[src/logic/lsp_pkg.sv]
// Constants, register map and types of the library safety panel block.
// Function
// - Door open, stop press or actuator overcurrent raises the fault state.
// - Fault removes motor drive well within 100 ms.
// - Broken light curtain holds fault and inhibits all actuator motion.
// - Carousel home only when home and face beams interrupted together.
// - After home, count carousel faces from face flags relative to home.
// - Vertical home on upper beam, lower limit on lower beam.
// - Fault lamp lit for door, rear panel, stop or system failure.
// - Each standby press toggles online and offline.
// - Standby lamp lit while offline.
// - Host commands refused while offline.
// - Arrow buttons jog carousel only while offline, ignored online.
// - Stop press removes power from all robotic equipment.
// - Status display shows a code for the operating state.
// - Place: advance to partial seat, then release while pusher extends.
// - Conveyor and insert/eject motors and solenoids driven open loop by PWM.
// - Front door open or rear panel removed faults and stops motors at once.
// - Rear interlock in override position reads closed.
package lsp_pkg;
	// ---------------------------------------------------------------
	// Register offsets (byte addresses)
	// ---------------------------------------------------------------
	localparam logic [7:0] OFF_CONTROL = 8'h00;
	localparam logic [7:0] OFF_STATUS = 8'h04;
	localparam logic [7:0] OFF_PWM_CONV = 8'h08;
	localparam logic [7:0] OFF_PWM_IEU = 8'h0C;
	localparam logic [7:0] OFF_POSITION = 8'h10;
	// ---------------------------------------------------------------
	// Control fields
	// ---------------------------------------------------------------
	localparam int CTL_MOVE = 0;
	localparam int CTL_PLACE = 1;
	localparam int CTL_SYSFAIL = 2;
	localparam int CTL_CLRHOME = 3;
	localparam logic [31:0] CONTROL_RST = 32'h0000_0000;
	localparam logic [7:0] PWM_RST = 8'h00;
	// ---------------------------------------------------------------
	// Timing
	// ---------------------------------------------------------------
	localparam int CLK_MHZ = 100;
	localparam int SHUTDOWN_MS = 100;
	localparam int SHUTDOWN_CYC = SHUTDOWN_MS * 1000 * CLK_MHZ;
	localparam int SEAT_US = 200;
	localparam int SEAT_CYC = SEAT_US * CLK_MHZ;
	// ---------------------------------------------------------------
	// Status display codes
	// ---------------------------------------------------------------
	localparam logic [3:0] CODE_ONLINE = 4'h1;
	localparam logic [3:0] CODE_OFFLINE = 4'h2;
	localparam logic [3:0] CODE_FAULT = 4'hF;
	localparam logic [3:0] CODE_PLACING = 4'h3;
	localparam logic [3:0] CODE_NOHOME = 4'h4;
	typedef enum logic [1:0] {
		PL_IDLE = 2'b00,
		PL_ADVANCE = 2'b01,
		PL_SEAT = 2'b10
	} lsp_place_t;
endpackage : lsp_pkg

[src/logic/lsp_pwm.sv]
// Open-loop PWM generator with an 8-bit duty.
`timescale 1ns/100ps
`default_nettype none
module lsp_pwm (
	input wire logic clk,
	input wire logic reset,
	input wire logic enable,
	input wire logic [7:0] duty,
	output logic pwmOut
);
	logic [7:0] cnt_q;
	// ----------------------------------------
	// Free-running ramp compared to duty
	// ----------------------------------------
	always_ff @(posedge clk) begin
		if (reset) begin
			cnt_q <= 8'h00;
			pwmOut <= 1'b0;
		end else begin
			cnt_q <= cnt_q + 8'h01;
			pwmOut <= enable && (cnt_q < duty);
		end
	end
endmodule : lsp_pwm
`default_nettype wire

[src/logic/lsp_safety_panel.sv]
// Top of the library safety and panel supervisor with AXI4-Lite registers.
//
// Implementation choices: the register addresses and register access over AXI4-Lite.
`timescale 1ns/100ps
`default_nettype none
module lsp_safety_panel #(
	parameter int SHUTDOWN_CYCLES = lsp_pkg::SHUTDOWN_CYC,
	parameter int SEAT_CYCLES = lsp_pkg::SEAT_CYC,
	parameter int FACES = 8
) (
	input wire logic clk,
	input wire logic reset,
	// AXI4-Lite slave
	input wire logic [7:0] s_axi_awaddr,
	input wire logic s_axi_awvalid,
	output logic s_axi_awready,
	input wire logic [31:0] s_axi_wdata,
	input wire logic [3:0] s_axi_wstrb,
	input wire logic s_axi_wvalid,
	output logic s_axi_wready,
	output logic [1:0] s_axi_bresp,
	output logic s_axi_bvalid,
	input wire logic s_axi_bready,
	input wire logic [7:0] s_axi_araddr,
	input wire logic s_axi_arvalid,
	output logic s_axi_arready,
	output logic [31:0] s_axi_rdata,
	output logic [1:0] s_axi_rresp,
	output logic s_axi_rvalid,
	input wire logic s_axi_rready,
	// Pins
	input wire logic doorClosedPin,
	input wire logic rearClosedPin,
	input wire logic stopPressedPin,
	input wire logic overCurrentPin,
	input wire logic curtainBrokenPin,
	input wire logic homeBeamPin,
	input wire logic faceBeamPin,
	input wire logic upperBeamPin,
	input wire logic lowerBeamPin,
	input wire logic standbyBtnPin,
	input wire logic leftBtnPin,
	input wire logic rightBtnPin,
	input wire logic partSeatedPin,
	output logic motorPowerEn,
	output logic faultLamp,
	output logic standbyLamp,
	output logic [3:0] statusCode,
	output logic jogLeft,
	output logic jogRight,
	output logic gripAdvance,
	output logic gripOpen,
	output logic pusherExtend,
	output logic conveyorPwm,
	output logic ieuPwm
);
	initial begin
		if (SHUTDOWN_CYCLES < 1 || SHUTDOWN_CYCLES > lsp_pkg::SHUTDOWN_CYC) $error("bad SHUTDOWN_CYCLES");
		if (SEAT_CYCLES < 1) $error("bad SEAT_CYCLES");
		if (FACES < 2 || FACES > 16) $error("bad FACES");
	end
	// ----------------------------------------
	// Pin synchronisers
	// ----------------------------------------
	logic [12:0] pinRaw;
	logic [12:0] pinS;
	assign pinRaw = {partSeatedPin, rightBtnPin, leftBtnPin, standbyBtnPin, lowerBeamPin, upperBeamPin,
		faceBeamPin, homeBeamPin, curtainBrokenPin, overCurrentPin, stopPressedPin, rearClosedPin, doorClosedPin};
	lsp_sync #(.WIDTH(13)) u_sync (
		.clk(clk),
		.reset(reset),
		.pinIn(pinRaw),
		.syncOut(pinS)
	);
	wire doorOpen = !pinS[0];
	wire rearOpen = !pinS[1];
	wire stopPress = pinS[2];
	wire overCur = pinS[3];
	wire curtain = pinS[4];
	wire homeBeam = pinS[5];
	wire faceBeam = pinS[6];
	wire upperBeam = pinS[7];
	wire lowerBeam = pinS[8];
	wire standbyBtn = pinS[9];
	wire leftBtn = pinS[10];
	wire rightBtn = pinS[11];
	wire partSeated = pinS[12];
	// ----------------------------------------
	// Registers
	// ----------------------------------------
	logic [31:0] control_q;
	logic [7:0] pwmConv_q;
	logic [7:0] pwmIeu_q;
	logic online_q;
	logic btnPrev_q;
	logic faceHomed_q;
	logic facePrev_q;
	logic [3:0] faceIdx_q;
	logic faceDir_q;
	lsp_pkg::lsp_place_t place_q;
	logic [31:0] seatCnt_q;
	// ----------------------------------------
	// Fault combining; level, so it persists with any cause
	// ----------------------------------------
	wire sysFail = control_q[lsp_pkg::CTL_SYSFAIL];
	wire faultNow = doorOpen || rearOpen || stopPress || overCur || curtain || sysFail;
	wire motionOk = !faultNow;
	wire standbyEdge = standbyBtn && !btnPrev_q;
	wire homeNow = homeBeam && faceBeam;
	wire faceEdge = faceBeam && !facePrev_q;
	// ----------------------------------------
	// AXI4-Lite write path: take AW and W in either order
	// ----------------------------------------
	logic awHeld_q;
	logic wHeld_q;
	logic [7:0] awAddr_q;
	logic [31:0] wData_q;
	logic [3:0] wStrb_q;
	wire awTake = s_axi_awvalid && s_axi_awready;
	wire wTake = s_axi_wvalid && s_axi_wready;
	wire wrGo = awHeld_q && wHeld_q && !s_axi_bvalid;
	wire wrHit = (awAddr_q == lsp_pkg::OFF_CONTROL) || (awAddr_q == lsp_pkg::OFF_PWM_CONV) ||
		(awAddr_q == lsp_pkg::OFF_PWM_IEU);
	function automatic logic [31:0] merge(input logic [31:0] old, input logic [31:0] nv, input logic [3:0] st);
		merge = old;
		for (int i = 0; i < 4; i++) begin
			if (st[i]) merge[i*8 +: 8] = nv[i*8 +: 8];
		end
	endfunction : merge
	wire hostWr = wrGo && online_q;
	wire [31:0] ctlD = (hostWr && awAddr_q == lsp_pkg::OFF_CONTROL) ? merge(control_q, wData_q, wStrb_q) : control_q;
	always_ff @(posedge clk) begin
		if (reset) begin
			awHeld_q <= 1'b0;
			wHeld_q <= 1'b0;
			awAddr_q <= 8'h00;
			wData_q <= 32'h0000_0000;
			wStrb_q <= 4'h0;
			s_axi_awready <= 1'b0;
			s_axi_wready <= 1'b0;
			s_axi_bvalid <= 1'b0;
			s_axi_bresp <= 2'b00;
		end else begin
			s_axi_awready <= !awHeld_q && !awTake;
			s_axi_wready <= !wHeld_q && !wTake;
			if (awTake) begin
				awHeld_q <= 1'b1;
				awAddr_q <= s_axi_awaddr;
			end
			if (wTake) begin
				wHeld_q <= 1'b1;
				wData_q <= s_axi_wdata;
				wStrb_q <= s_axi_wstrb;
			end
			if (wrGo) begin
				awHeld_q <= 1'b0;
				wHeld_q <= 1'b0;
				s_axi_bvalid <= 1'b1;
				s_axi_bresp <= !wrHit ? 2'b10 : (online_q ? 2'b00 : 2'b10);
			end else if (s_axi_bready) begin
				s_axi_bvalid <= 1'b0;
			end
		end
	end
	// ----------------------------------------
	// AXI4-Lite read path
	// ----------------------------------------
	wire [31:0] statusWord = {16'h0000, statusCode, 2'b00, place_q, gripOpen, lowerBeam, upperBeam, homeNow,
		faceHomed_q, online_q, faultNow, motorPowerEn};
	wire [31:0] rdMux = (s_axi_araddr == lsp_pkg::OFF_CONTROL) ? control_q :
		(s_axi_araddr == lsp_pkg::OFF_STATUS) ? statusWord :
		(s_axi_araddr == lsp_pkg::OFF_PWM_CONV) ? {24'h00_0000, pwmConv_q} :
		(s_axi_araddr == lsp_pkg::OFF_PWM_IEU) ? {24'h00_0000, pwmIeu_q} :
		(s_axi_araddr == lsp_pkg::OFF_POSITION) ? {28'h000_0000, faceIdx_q} : 32'h0000_0000;
	wire rdHit = (s_axi_araddr <= lsp_pkg::OFF_POSITION) && (s_axi_araddr[1:0] == 2'b00);
	always_ff @(posedge clk) begin
		if (reset) begin
			s_axi_arready <= 1'b0;
			s_axi_rvalid <= 1'b0;
			s_axi_rdata <= 32'h0000_0000;
			s_axi_rresp <= 2'b00;
		end else begin
			s_axi_arready <= !s_axi_rvalid && !(s_axi_arvalid && s_axi_arready);
			if (s_axi_arvalid && s_axi_arready) begin
				s_axi_rvalid <= 1'b1;
				s_axi_rdata <= rdMux;
				s_axi_rresp <= rdHit ? 2'b00 : 2'b10;
			end else if (s_axi_rready) begin
				s_axi_rvalid <= 1'b0;
			end
		end
	end
	// ----------------------------------------
	// Panel, fault and position state
	// ----------------------------------------
	always_ff @(posedge clk) begin
		if (reset) begin
			control_q <= lsp_pkg::CONTROL_RST;
			pwmConv_q <= lsp_pkg::PWM_RST;
			pwmIeu_q <= lsp_pkg::PWM_RST;
			online_q <= 1'b1;
			btnPrev_q <= 1'b0;
			facePrev_q <= 1'b0;
			faceHomed_q <= 1'b0;
			faceIdx_q <= 4'h0;
			faceDir_q <= 1'b0;
		end else begin
			control_q <= ctlD;
			if (hostWr && awAddr_q == lsp_pkg::OFF_PWM_CONV && wStrb_q[0]) pwmConv_q <= wData_q[7:0];
			if (hostWr && awAddr_q == lsp_pkg::OFF_PWM_IEU && wStrb_q[0]) pwmIeu_q <= wData_q[7:0];
			btnPrev_q <= standbyBtn;
			if (standbyEdge) online_q <= !online_q;
			facePrev_q <= faceBeam;
			if (leftBtn) faceDir_q <= 1'b1;
			else if (rightBtn) faceDir_q <= 1'b0;
			if (homeNow) begin
				faceHomed_q <= 1'b1;
				faceIdx_q <= 4'h0;
			end else if (ctlD[lsp_pkg::CTL_CLRHOME]) begin // Seen home beats a software clear
				faceHomed_q <= 1'b0;
			end else if (faceHomed_q && faceEdge) begin
				faceIdx_q <= faceDir_q ? ((faceIdx_q == 4'h0) ? 4'(FACES - 1) : faceIdx_q - 4'h1) :
					((faceIdx_q == 4'(FACES - 1)) ? 4'h0 : faceIdx_q + 4'h1);
			end
		end
	end
	// ----------------------------------------
	// Place sequence; seat timer is a fixed dwell, not a sensor
	// ----------------------------------------
	wire placeReq = control_q[lsp_pkg::CTL_PLACE] && online_q && motionOk;
	always_ff @(posedge clk) begin
		if (reset) begin
			place_q <= lsp_pkg::PL_IDLE;
			seatCnt_q <= 32'h0000_0000;
		end else if (!motionOk) begin
			place_q <= lsp_pkg::PL_IDLE;
			seatCnt_q <= 32'h0000_0000;
		end else begin
			case (place_q)
				lsp_pkg::PL_IDLE: begin
					if (placeReq) place_q <= lsp_pkg::PL_ADVANCE;
				end
				lsp_pkg::PL_ADVANCE: begin
					if (partSeated) begin
						place_q <= lsp_pkg::PL_SEAT;
						seatCnt_q <= 32'h0000_0000;
					end
				end
				lsp_pkg::PL_SEAT: begin
					seatCnt_q <= seatCnt_q + 32'h0000_0001;
					if (seatCnt_q >= 32'(SEAT_CYCLES - 1)) place_q <= lsp_pkg::PL_IDLE;
				end
				default: place_q <= lsp_pkg::PL_IDLE;
			endcase
		end
	end
	// ----------------------------------------
	// Outputs, all registered; drive cut one cycle after fault seen
	// ----------------------------------------
	wire pwmEn = motionOk && online_q;
	wire conveyorRaw;
	wire ieuRaw;
	lsp_pwm u_pwm_conv (.clk(clk), .reset(reset), .enable(pwmEn), .duty(pwmConv_q), .pwmOut(conveyorRaw));
	lsp_pwm u_pwm_ieu (.clk(clk), .reset(reset), .enable(pwmEn), .duty(pwmIeu_q), .pwmOut(ieuRaw));
	wire [3:0] codeD = faultNow ? lsp_pkg::CODE_FAULT : !online_q ? lsp_pkg::CODE_OFFLINE :
		(place_q != lsp_pkg::PL_IDLE) ? lsp_pkg::CODE_PLACING : !faceHomed_q ? lsp_pkg::CODE_NOHOME :
		lsp_pkg::CODE_ONLINE;
	always_ff @(posedge clk) begin
		if (reset) begin
			motorPowerEn <= 1'b0;
			faultLamp <= 1'b0;
			standbyLamp <= 1'b0;
			statusCode <= lsp_pkg::CODE_ONLINE;
			jogLeft <= 1'b0;
			jogRight <= 1'b0;
			gripAdvance <= 1'b0;
			gripOpen <= 1'b0;
			pusherExtend <= 1'b0;
			conveyorPwm <= 1'b0;
			ieuPwm <= 1'b0;
		end else begin
			motorPowerEn <= motionOk;
			faultLamp <= doorOpen || rearOpen || stopPress || sysFail;
			standbyLamp <= !online_q;
			statusCode <= codeD;
			jogLeft <= motionOk && !online_q && leftBtn && !rightBtn;
			jogRight <= motionOk && !online_q && rightBtn && !leftBtn;
			gripAdvance <= motionOk && place_q == lsp_pkg::PL_ADVANCE;
			gripOpen <= motionOk && place_q == lsp_pkg::PL_SEAT;
			pusherExtend <= motionOk && place_q == lsp_pkg::PL_SEAT;
			conveyorPwm <= conveyorRaw && motionOk;
			ieuPwm <= ieuRaw && motionOk;
		end
	end
	// ----------------------------------------
	// Checks
	// ----------------------------------------
	a_fault_cuts_power: assert property (@(posedge clk) disable iff (reset)
		faultNow |=> !motorPowerEn) else $error("motor power not cut on fault");
	a_stop_no_power: assert property (@(posedge clk) disable iff (reset)
		stopPress |=> !motorPowerEn && faultLamp) else $error("stop did not remove power");
	a_curtain_no_move: assert property (@(posedge clk) disable iff (reset)
		curtain |=> !gripAdvance && !jogLeft && !jogRight && !pusherExtend) else $error("motion with curtain broken");
	a_standby_toggle: assert property (@(posedge clk) disable iff (reset)
		standbyEdge |=> online_q != $past(online_q)) else $error("standby press did not toggle");
	a_lamp_offline: assert property (@(posedge clk) disable iff (reset)
		##1 standbyLamp == !$past(online_q)) else $error("standby lamp wrong");
	a_jog_online: assert property (@(posedge clk) disable iff (reset)
		online_q |=> !jogLeft && !jogRight) else $error("jog while online");
	a_home_both: assert property (@(posedge clk) disable iff (reset)
		$rose(faceHomed_q) |-> $past(homeBeam) && $past(faceBeam)) else $error("home without both beams");
	a_place_order: assert property (@(posedge clk) disable iff (reset)
		$rose(gripOpen) |-> $past(gripAdvance) && pusherExtend) else $error("gripper opened out of order");
	a_offline_refuse: assert property (@(posedge clk) disable iff (reset)
		wrGo && !online_q |=> $stable(pwmConv_q) && $stable(pwmIeu_q)) else $error("write taken offline");
	a_fault_lamp: assert property (@(posedge clk) disable iff (reset)
		doorOpen |=> faultLamp && statusCode == lsp_pkg::CODE_FAULT) else $error("door open not shown");
endmodule : lsp_safety_panel
`default_nettype wire

[src/logic/lsp_sync.sv]
// Two-stage synchroniser for a bundle of pin inputs.
`timescale 1ns/100ps
`default_nettype none
module lsp_sync #(
	parameter int WIDTH = 8
) (
	input wire logic clk,
	input wire logic reset,
	input wire logic [WIDTH-1:0] pinIn,
	output logic [WIDTH-1:0] syncOut
);
	logic [WIDTH-1:0] meta_q;
	initial begin
		if (WIDTH < 1) $error("WIDTH must be positive");
	end
	// ----------------------------------------
	// Two flops; first stage read only by second
	// ----------------------------------------
	always_ff @(posedge clk) begin
		if (reset) begin
			meta_q <= '0;
			syncOut <= '0;
		end else begin
			meta_q <= pinIn;
			syncOut <= meta_q;
		end
	end
endmodule : lsp_sync
`default_nettype wire

[config.mk]
export PLATFORM = sky130hd
export DESIGN_NAME = lsp_safety_panel
export DESIGN_NICKNAME = d
export VERILOG_FILES = /design/src/logic/lsp_pkg.sv /design/src/logic/lsp_pwm.sv /design/src/logic/lsp_safety_panel.sv /design/src/logic/lsp_sync.sv
export SDC_FILE = /design/constraint.sdc
export NUM_CORES = 1
export LEC_CHECK = 0
export BUFFER_PORTS_ARGS = -buffer_cell sky130_fd_sc_hd__buf_2
export CAP_MARGIN = 20
export CORE_MARGIN = 2
export CORE_UTILIZATION = 30
export CTS_BUF_LIST = sky130_fd_sc_hd__clkbuf_4 sky130_fd_sc_hd__clkbuf_8
export CTS_CLUSTER_SIZE = 10
export DETAILED_ROUTE_END_ITERATION = 10
export SLEW_MARGIN = 15
export SYNTH_ARGS = -nofsm -noshare
export SYNTH_HDL_FRONTEND = slang
export SYNTH_HIERARCHICAL = 1
export SYNTH_SLANG_ARGS = --single-unit
[constraint.sdc]
create_clock -name clk -period 2.5 [get_ports clk]
set_input_delay 0.5 -clock clk [delete_from_list [all_inputs] [get_ports clk]]
set_output_delay 0.5 -clock clk [all_outputs]
set_load 0.1 [all_outputs]
# Word level (Yosys, flattened, before mapping)
# Index checks and enable logic that the tools add are counted.
# W data, S select, Z words.
# totals
regBits	235
ramBits	0
latch_bits	0
romBits	0
n_memories	0
# classes
n_reduce_logical	77
n_div	0
addsub	5
n_mux	31
mul	0
eq_ne	12
bitwise	1
n_shift	0
n_lt_le_gt_ge	4
# op_table
cell	n
$mux W32	2
$pmux W32 S2	1
$logic_and A1 B1 Y1	33
$add A32 B1 Y32 const B	1
$eq A8 B4 Y1 const B	4
$ge A32 B15 Y1 const B	1
$mux W4	7
$add A8 B1 Y8 const B	2
$logic_not A8 Y1	2
$lt A8 B8 Y1	2
$mux W16	1
$mux W8	2
$logic_not A1 Y1	15
$mux W2	6
$reduce_and A2 Y1	6
$reduce_bool A2 Y1	6
$mux W3	3
$eq A8 B3 Y1 const B	1
$eq A8 B5 Y1 const B	1
$le A8 B5 Y1 const B	1
$logic_or A1 B1 Y1	8
$mux W1	8
$pmux W2 S3	1
$reduce_or A2 Y1	3
other kinds (11)	13

# Logic depth before layout (Yosys ltp)
# Gate-level depths: netlist (run 1).
# logic_depth
depth_word	10
depth_mapped	8
depth_no_buf	7

# Hierarchy
# Netlist (run 1), hierarchy kept.
# modules_own_cells
module	cells_per_inst	n_inst	area_per_inst_um2
lsp_safety_panel	931	1	7776.2
lsp_pwm	55	2	503.0
lsp_sync	54	1	700.7

# Worst setup path before layout (run 1)
# OpenSTA, ideal clock, no wires.
# synth_path
kind	reg2reg
startpoint	register s_axi_bvalid
endpoint	register pwmConv_q[0]
path_buffers	1
t_arrival_ns	2.128
required_time_ns	2.372
synth_period_minus_slack_ns	2.256
stages_incl_launch_ff	7
setup_time_ns	0.128
slack_ns	0.244
path_cell_list	dfxtp_1 > nand3b_1 > nor4_2 > and3_1 > buf_4 > mux2i_1 > nor2_1
# synth_between
elab_chain_cells	5
# synth_rtl
item	line	source
start: declaration	lsp_safety_panel.sv:22	output logic s_axi_bvalid,
start signal: assignment	lsp_safety_panel.sv:141	s_axi_bvalid <= 1'b0;
start signal: assignment	lsp_safety_panel.sv:158	s_axi_bvalid <= 1'b1;
start signal: assignment	lsp_safety_panel.sv:161	s_axi_bvalid <= 1'b0;
$logic_not A1 Y1	lsp_safety_panel.sv:121	wire wrGo = awHeld_q && wHeld_q && !s_axi_bvalid;
$logic_and A1 B1 Y1	lsp_safety_panel.sv:121	
$logic_and A1 B1 Y1	lsp_safety_panel.sv:130	wire hostWr = wrGo && online_q;
$logic_and A1 B1 Y1 (2 in series)	lsp_safety_panel.sv:209	if (hostWr && awAddr_q == lsp_pkg::OFF_PWM_CONV && wStrb_q[0]) pwmConv_q <= wData_q[7:0];
end signal: assignment	lsp_safety_panel.sv:199	pwmConv_q <= lsp_pkg::PWM_RST;
end signal: assignment	lsp_safety_panel.sv:209	
end: declaration	lsp_safety_panel.sv:92	logic [7:0] pwmConv_q;
# No other way between the ends.
# A chain may end at the register's enable or synchronous reset.

# Final worst setup path (run 1)
# layout_path
startpoint	register seatCnt_q[5]
endpoint	register seatCnt_q[31]
# layout_between
elab_chain_cells	2
# layout_rtl
item	line	source
start: declaration	lsp_safety_panel.sv:101	logic [31:0] seatCnt_q;
start signal: assignment	lsp_safety_panel.sv:250	seatCnt_q <= seatCnt_q + 32'h0000_0001;
$add A32 B1 Y32	lsp_safety_panel.sv:250	
$pmux W32 S2	lsp_safety_panel.sv:239	case (place_q)
# No other way between the ends.

==> impl_metrics.py, run 1 <==
metrics = {
    "finish": {
        "drive_above_1_share": 0.199,
        "finalNetCount": 1315,
        "final_area_um2": 11400,
        "layout_common_cells": "dfxtp_1 (233), nand2_1 (177), buf_2 (123)",
        "final_common_cell": "dfxtp_1",
        "finalNonFillerCells": 1657,
        "syn_to_final_growth_pct": 20.4,
    },
    "grt": {
        "track_usage": 0.153,
        "use_met2": 0.252,
        "grt_use_met3": 0.0323,
        "grt_pass1_wl_mm": 41.0,
        "grt_pass1_vias": 7756,
        "busiest_layer": "met2",
        "antenna_found_initial": 2,
        "grt_overflow": 0,
        "grtUsageMet1": 0.200,
        "grt_max_degree": 119,
    },
    "cts": {
        "cts_hold_buf": 0,
        "clkTransAtPathRegs_ns": 0.05,
        "cts_root_buffer": "clkbuf_8",
        "cts.repair.resized": 0,
        "h-tree-depth": 2,
        "cts_tree": "built",
        "post_cts_buffers": 0,
        "clock-sinks": 233,
        "clockBufferDepth": 3,
        "cts_buffers": 41,
        "clkLatencyLatePin_ns": 0.55,
    },
    "setup_path": {
        "crit_path_end_kind": "flip-flop",
        "cp_data_required_time_ns": 2.98,
        "rr_worst_depth": 5,
        "startpoint_type": "flip-flop",
        "crit_slowest_cell": "or4_1",
        "path_max_fanout": 10,
        "slowest_delay_ns": 0.52,
        "r2r_end": "seatCnt_q[31]$_SDFFE_PP0P_",
        "critical_path_depth": 5,
        "reg2reg_setup_slack_ns": 0.38,
        "path_cells": "nand4_2 > nor4_2 > nand4_1 > or4_1 > nand3_1",
        "worst-path-buf-inv": 0,
        "path_delay_family": "simple AND/OR/NAND/NOR gates",
        "crit_type": "reg -> reg",
        "rr_startpoint": "seatCnt_q[5]$_SDFFE_PP0P_",
        "crit_path_start": "seatCnt_q[5]$_SDFFE_PP0P_",
        "cp.arrival_ns": 2.60,
        "crit_end": "seatCnt_q[31]$_SDFFE_PP0P_",
    },
    "floorplan": {
        "ios": 127,
        "fp.dieW_um": 182,
        "die_h_um": 182,
        "initial_core_util": 0.303,
        "design.core.area_um2": 31300,
        "dieArea_um2": 33000,
        "num_rows": 65,
    },
    "place": {
        "place_area_um2": 10600,
        "io_buffers": 124,
        "place_inst": 1583,
        "finalWeightedCongestion": 0.817,
        "dp.final_hpwl_mm": 18.1,
        "pre_cts_ws_ns": 0.392,
    },
    "synthesis": {
        "synthFlopType": "dfxtp_1",
        "async_flop_share": 0,
        "ys_ff_latch": 233,
        "ys_types": 68,
        "syn-cell-area_um2": 9480,
        "yosysSeqAreaShare": 0.492,
        "netlist_instances": 1095,
        "syn_area_per_cell_um2": 8.66,
        "synth-edff-count": 0,
        "ys_warn_count": 6,
    },
    "power": {
        "pwr-share-comb": 0.061,
        "powerDensity_nw_per_um2": 695,
        "p_seq_frac": 0.486,
        "p_leak_nw": 4.42,
        "ir_drop_v": 0.000323,
        "p_sw_frac": 0.239,
        "internal_power_mw": 6.04,
        "power_mw": 7.93,
        "p_sw_mw": 1.89,
        "pwr-share-clk": 0.454,
    },
    "route": {
        "drtAntennaViolNets": 0,
        "wl_per_cell_um": 15.5,
        "dr.pass1.iters": 5,
        "drt-initial-drc-count": 456,
        "vias": 8100,
        "drc": 0,
        "routed_via_density": 4.89,
        "drt-total-wl_mm": 25.6,
    },
    "sta": {
        "worst_slew_pin_slew_ns": 0.741,
        "final.setup.worst_slack_ns": 0.380,
        "rsz0062_at_grt": "no",
        "period_minus_slack_ns": 2.12,
        "finalCritPeriodShare": 0.848,
        "hold_viol_final": 0,
        "skew_ns": 0.0423,
        "max_slew_margin": 0.506,
        "setup_viol": 0,
        "slew_viol_final": 0,
        "final.setup.tns_ns": 0,
        "timing.fmax_mhz": 472,
    },
    "min_path": {
        "hold_class": "in -> reg",
    },
    "flow_run": {
        "cap_viol_max_count": 0,
    },
    "status": {
        "status": "completed",
    },
}
## cell usage after synthesis (all sizes together) (3+ instances only)
master  instances  share of area
and3           12         0.0090
or3             5         0.0033
a31oi          12         0.0079
nand2         177          0.070
a22o            4         0.0037
a311oi          3         0.0028
clkbuf         49          0.020
a21oi         114          0.060
mux2            7         0.0083
and4            4         0.0037
nand3          38          0.020
dfxtp         233           0.49
nor4           15          0.013
and3b           3         0.0028
mux2i          28          0.030
xnor2           5         0.0046
ha             19          0.025
nor2          101          0.040
a22oi          27          0.021
and2            5         0.0033
inv            29          0.011
nand4          18          0.013
nand3b          8         0.0063
o211ai          8         0.0063
mux4            3         0.0071
xor2            9         0.0083
o21ai          38          0.020
or4             3         0.0028
nor3           18          0.010
buf            19          0.013
nor2b          33          0.022
nand4b          3         0.0028
nand2b         10         0.0066
or3b            3         0.0030
o21a            4         0.0032
## per-layer routing
| metal | routed length, µm | vias to the layer above |
|---|---|---|
| li1 | - | 4072 |
| met3 | 1220 | 49 |
| met1 | 11900 | 3789 |
| met2 | 11900 | 190 |
| met5 | 0 | - |
| met4 | 647 | 0 |
## worst min path at each step
stage	from	end	slack, ns	cells past startpoint
global placement	u_sync/meta_q[8]$_SDFF_PP0_	u_sync/syncOut[8]$_SDFF_PP0_	0.43	1
detailed placement	u_sync/meta_q[8]$_SDFF_PP0_	u_sync/syncOut[8]$_SDFF_PP0_	0.42	1
global route	partSeatedPin	u_sync/meta_q[12]$_SDFF_PP0_	0.16	2
floorplan	u_sync/meta_q[0]$_SDFF_PP0_	u_sync/syncOut[0]$_SDFF_PP0_	0.41	1
CTS	s_axi_awaddr[6]	awAddr_q[6]$_SDFFE_PP0P_	0.15	3
finish	partSeatedPin	u_sync/meta_q[12]$_SDFF_PP0_	0.18	2
## cells by family (layout without fill, tap and decap cells)
family / count (synthesis) / in the layout / synth area share
AND/OR/NAND/NOR: 463 / 463 / 0.238
buffers and inverters: 97 / 254 / 0.0435
AO/OA/AOI/OAI: 230 / 230 / 0.143
other: 1 / 4 / 0.000395
XOR/XNOR: 14 / 14 / 0.0129
multiplexers: 38 / 38 / 0.0454
flip-flops: 233 / 233 / 0.492
adder cells (fa/ha/maj): 19 / 19 / 0.0251
## cell type report
class                           instances  area, µm²
Timing Repair Buffer                  153        870
Sequential cell                       233       4660
Antenna cell                            2       5.00
Fill cell                            3205      19900
Multi-Input combinational cell        766       4410
Tap cell                              402        503
Clock buffer                           69        831
Inverter                               29        109
Clock inverter                          3       25.0
## state kept, by name, indices dropped and copies added, names as in the netlist, 13 cells and up
signal and count:
wData_q 32, u_sync/syncOut 13, s_axi_rdata 32, seatCnt_q 32
control_q 32, u_sync/meta_q 13
## metrics by stage
step / utilization / hold WS (ns)
final: 0.365 / 0.178
after global routing: 0.364 / 0.164
after CTS: 0.364 / 0.153
after detailed placement: 0.337 / 0.424
after global placement: 0.337 / 0.427
after floorplan: - / 0.414
## worst reg2reg max path, stage by stage (launching register included)
cell     delay, ns
dfxtp_1       0.49
nand4_2       0.23
nor4_2        0.45
nand4_1       0.28
or4_1         0.52
nand3_1       0.09
## power groups by stage
stage	clock network [mW]	logic, mW	registers, mW
floorplan	0	0.251	4.00
CTS	3.70	0.486	3.85
finish	3.60	0.481	3.85
global placement	0	0.481	3.93
global route	3.88	0.524	3.86
detailed placement	0	0.484	3.93
Note: power is estimated with default switching activity, not from simulation.
==> run 2, diff against run 1 <==
--- a/config.mk
+++ b/config.mk
@@ -5,6 +5,7 @@
 export SDC_FILE = /design/constraint.sdc
 export NUM_CORES = 1
 export LEC_CHECK = 0
+export ABC_AREA = 1
 export BUFFER_PORTS_ARGS = -buffer_cell sky130_fd_sc_hd__buf_2
 export CAP_MARGIN = 20
 export CORE_MARGIN = 2
==> constraint.sdc (replaced) <==
create_clock -name clk -period 1.9 [get_ports clk]
set_input_delay 0.38 -clock clk [delete_from_list [all_inputs] [get_ports clk]]
set_output_delay 0.38 -clock clk [all_outputs]
set_load 0.1 [all_outputs]
==> impl_metrics.py, run 2 <==
metrics = {
    "setup_path": {
        "slowest_delay_ns": 0.47,
        "crit_slowest_cell": "buf_2",
        "path_cells": "buf_2",
        "crit_path_end_kind": "output port",
        "path_delay_family": "buffers and inverters",
        "rr_startpoint": "seatCnt_q[5]$_SDFFE_PP0P_",
        "crit_path_start": "s_axi_rdata[4]$_SDFFE_PP0P_",
        "path_max_fanout": 2,
        "startpoint_type": "flip-flop",
        "cp_data_required_time_ns": 1.52,
        "worst-path-buf-inv": 1,
        "crit_type": "reg -> out",
        "cp.arrival_ns": 1.44,
    },
    "place": {
        "io_buffers": 124,
        "place_area_um2": 11300,
        "dp.final_hpwl_mm": 20.1,
        "finalWeightedCongestion": 0.874,
    },
    "cts": {
        "cts_buffers": 40,
        "clkLatencyLatePin_ns": 0.55,
        "h-tree-depth": 2,
        "cts_tree": "built",
        "post_cts_buffers": 0,
        "cts_root_buffer": "clkbuf_8",
        "clkTransAtPathRegs_ns": 0.06,
        "clock-sinks": 233,
        "clockBufferDepth": 3,
    },
    "min_path": {
        "hold_class": "in -> reg",
        "hp-start": "leftBtnPin",
    },
    "finish": {
        "syn_to_final_growth_pct": 21.7,
        "finalNetCount": 1600,
        "final_area_um2": 12200,
        "layout_common_cells": "dfxtp_1 (231), nand2_1 (194), nor2_1 (194)",
        "final_common_cell": "dfxtp_1",
        "fillers": 3506,
        "drive_above_1_share": 0.191,
    },
    "grt": {
        "grt_pass1_wl_mm": 45.2,
        "grtUsageMet1": 0.205,
        "grt_pass1_vias": 8823,
        "antenna_found_initial": 7,
        "grt_use_met3": 0.0430,
        "use_met2": 0.251,
        "grt_max_degree": 105,
        "track_usage": 0.157,
        "grt_overflow": 0,
        "busiest_layer": "met2",
    },
    "sta": {
        "worst_slew_pin_slew_ns": 0.580,
        "rsz0062_at_grt": "no",
        "timing.fmax_mhz": 550,
        "period_minus_slack_ns": 1.82,
        "max_slew_margin": 0.611,
        "setup_viol": 0,
        "skew_ns": 0.0275,
        "hold_viol_final": 0,
        "slew_viol_final": 0,
        "final.setup.tns_ns": 0,
        "finalCritPeriodShare": 0.957,
    },
    "power": {
        "ir_drop_v": 0.000551,
        "p_leak_nw": 5.00,
        "powerDensity_nw_per_um2": 903,
        "power_mw": 11.0,
    },
    "floorplan": {
        "design.core.area_um2": 32700,
        "dieArea_um2": 34900,
        "num_rows": 66,
        "initial_core_util": 0.307,
        "die_h_um": 187,
        "ios": 127,
        "fp.dieW_um": 187,
    },
    "route": {
        "drc": 0,
        "wl_per_cell_um": 14.0,
        "drt-total-wl_mm": 27.7,
        "routed_via_density": 4.69,
        "drt-initial-drc-count": 468,
        "vias": 9305,
        "dr.pass1.iters": 5,
        "drtAntennaViolNets": 0,
    },
    "synthesis": {
        "syn_area_per_cell_um2": 7.40,
        "ys_top_cells_by_area": "dfxtp_1 (46%), nand2_1 (7.3%), nor2_1 (7.3%)",
        "ys_ff_latch": 233,
        "synth_most_common_cell": "dfxtp_1",
        "ys_types": 47,
        "syn-cell-area_um2": 10000,
        "ys_warn_count": 6,
        "yosys.area.top_type": "dfxtp_1",
        "synth_top_area_frac": 0.465,
        "yosysSeqAreaShare": 0.465,
        "netlist_instances": 1356,
        "synthFlopType": "dfxtp_1",
        "synth_common_cells": "dfxtp_1 (233), nand2_1 (196), nor2_1 (195)",
        "synth-edff-count": 0,
        "async_flop_share": 0,
    },
    "status": {
        "status": "completed",
    },
    "flow_run": {
        "cap_viol_max_count": 0,
    },
}
==> run 2: cell types whose count changed after synthesis, moves of 27 or more <==
cell | previous run | this run
mux2i_1 | 27 | 0
inv_1 | 29 | 160
nand3_1 | 38 | 82
o21ai_0 | 38 | 130
nor2_1 | 101 | 195
nor2b_1 | 33 | 0
==> run 2: kinds of logic (layout without fill, tap and decap cells) <==
logic type / after synthesis / count (layout) / share of synthesized area
adder cells (fa/ha/maj): 19 / 19 / 0.0237
XOR/XNOR: 4 / 4 / 0.00349
flip-flops: 233 / 233 / 0.465
AO/OA/AOI/OAI: 305 / 305 / 0.163
other: 1 / 4 / 0.000374
AND/OR/NAND/NOR: 569 / 569 / 0.254
buffers and inverters: 225 / 406 / 0.0912
==> run 2: what timing repair did <==
item | 4_1_cts | 5_1_grt
hold buffers | 0 | 0
gates resized for setup | 0 | 9
endpoints found under the hold margin | 0 | 0
setup endpoints to repair | 0 | 14
==> run 2: per-stage QoR <==
step / util / hold slack [ns] / instances / setup slack (ns)
2_1_floorplan: - / 0.388 / 1357 / 0.0966
3_3_place_gp: 0.345 / 0.393 / 1909 / 0.0754
3_5_place_dp: 0.345 / 0.396 / 1909 / 0.0343
4_1_cts: 0.372 / 0.000562 / 1980 / 0.0572
5_1_grt: 0.373 / 0.0224 / 1981 / 0.0220
6_report: 0.373 / 0.0321 / 1982 / 0.0826
==> run 2: metal layers <==
layer	up-vias	part of all wire
met2	260	0.44
met5	-	0.0016
met1	4231	0.46
li1	4748	-
met4	8	0.026
met3	58	0.072
==> run 2: final cells by class <==
type | count | area, µm² | area share
Multi-Input combinational cell | 899 | 4490 | 0.368
Sequential cell | 233 | 4670 | 0.382
Antenna cell | 2 | 5.00 | 0.000410
Clock buffer | 68 | 836 | 0.0685
Inverter | 167 | 627 | 0.0513
Clock inverter | 3 | 40.0 | 0.00328
Tap cell | 442 | 553 | 0.0453
Timing Repair Buffer | 168 | 988 | 0.0810
==> run 2: final timing paths <==
check	end	slack (ns)	cells past startpoint
min	u_sync/meta_q[10]$_SDFF_PP0_	0.03	3
max	s_axi_rdata[4]	0.08	1
min reg2reg	u_sync/syncOut[5]$_SDFF_PP0_	0.40	2
max reg2reg	seatCnt_q[29]$_SDFFE_PP0P_	0.17	9
==> run 2: power breakdown <==
part / internal (mW) / switching (mW)
Combinational: 0.256 / 0.761
Clock: 2.78 / 2.07
Sequential: 5.05 / 0.104
Total: 8.09 / 2.94
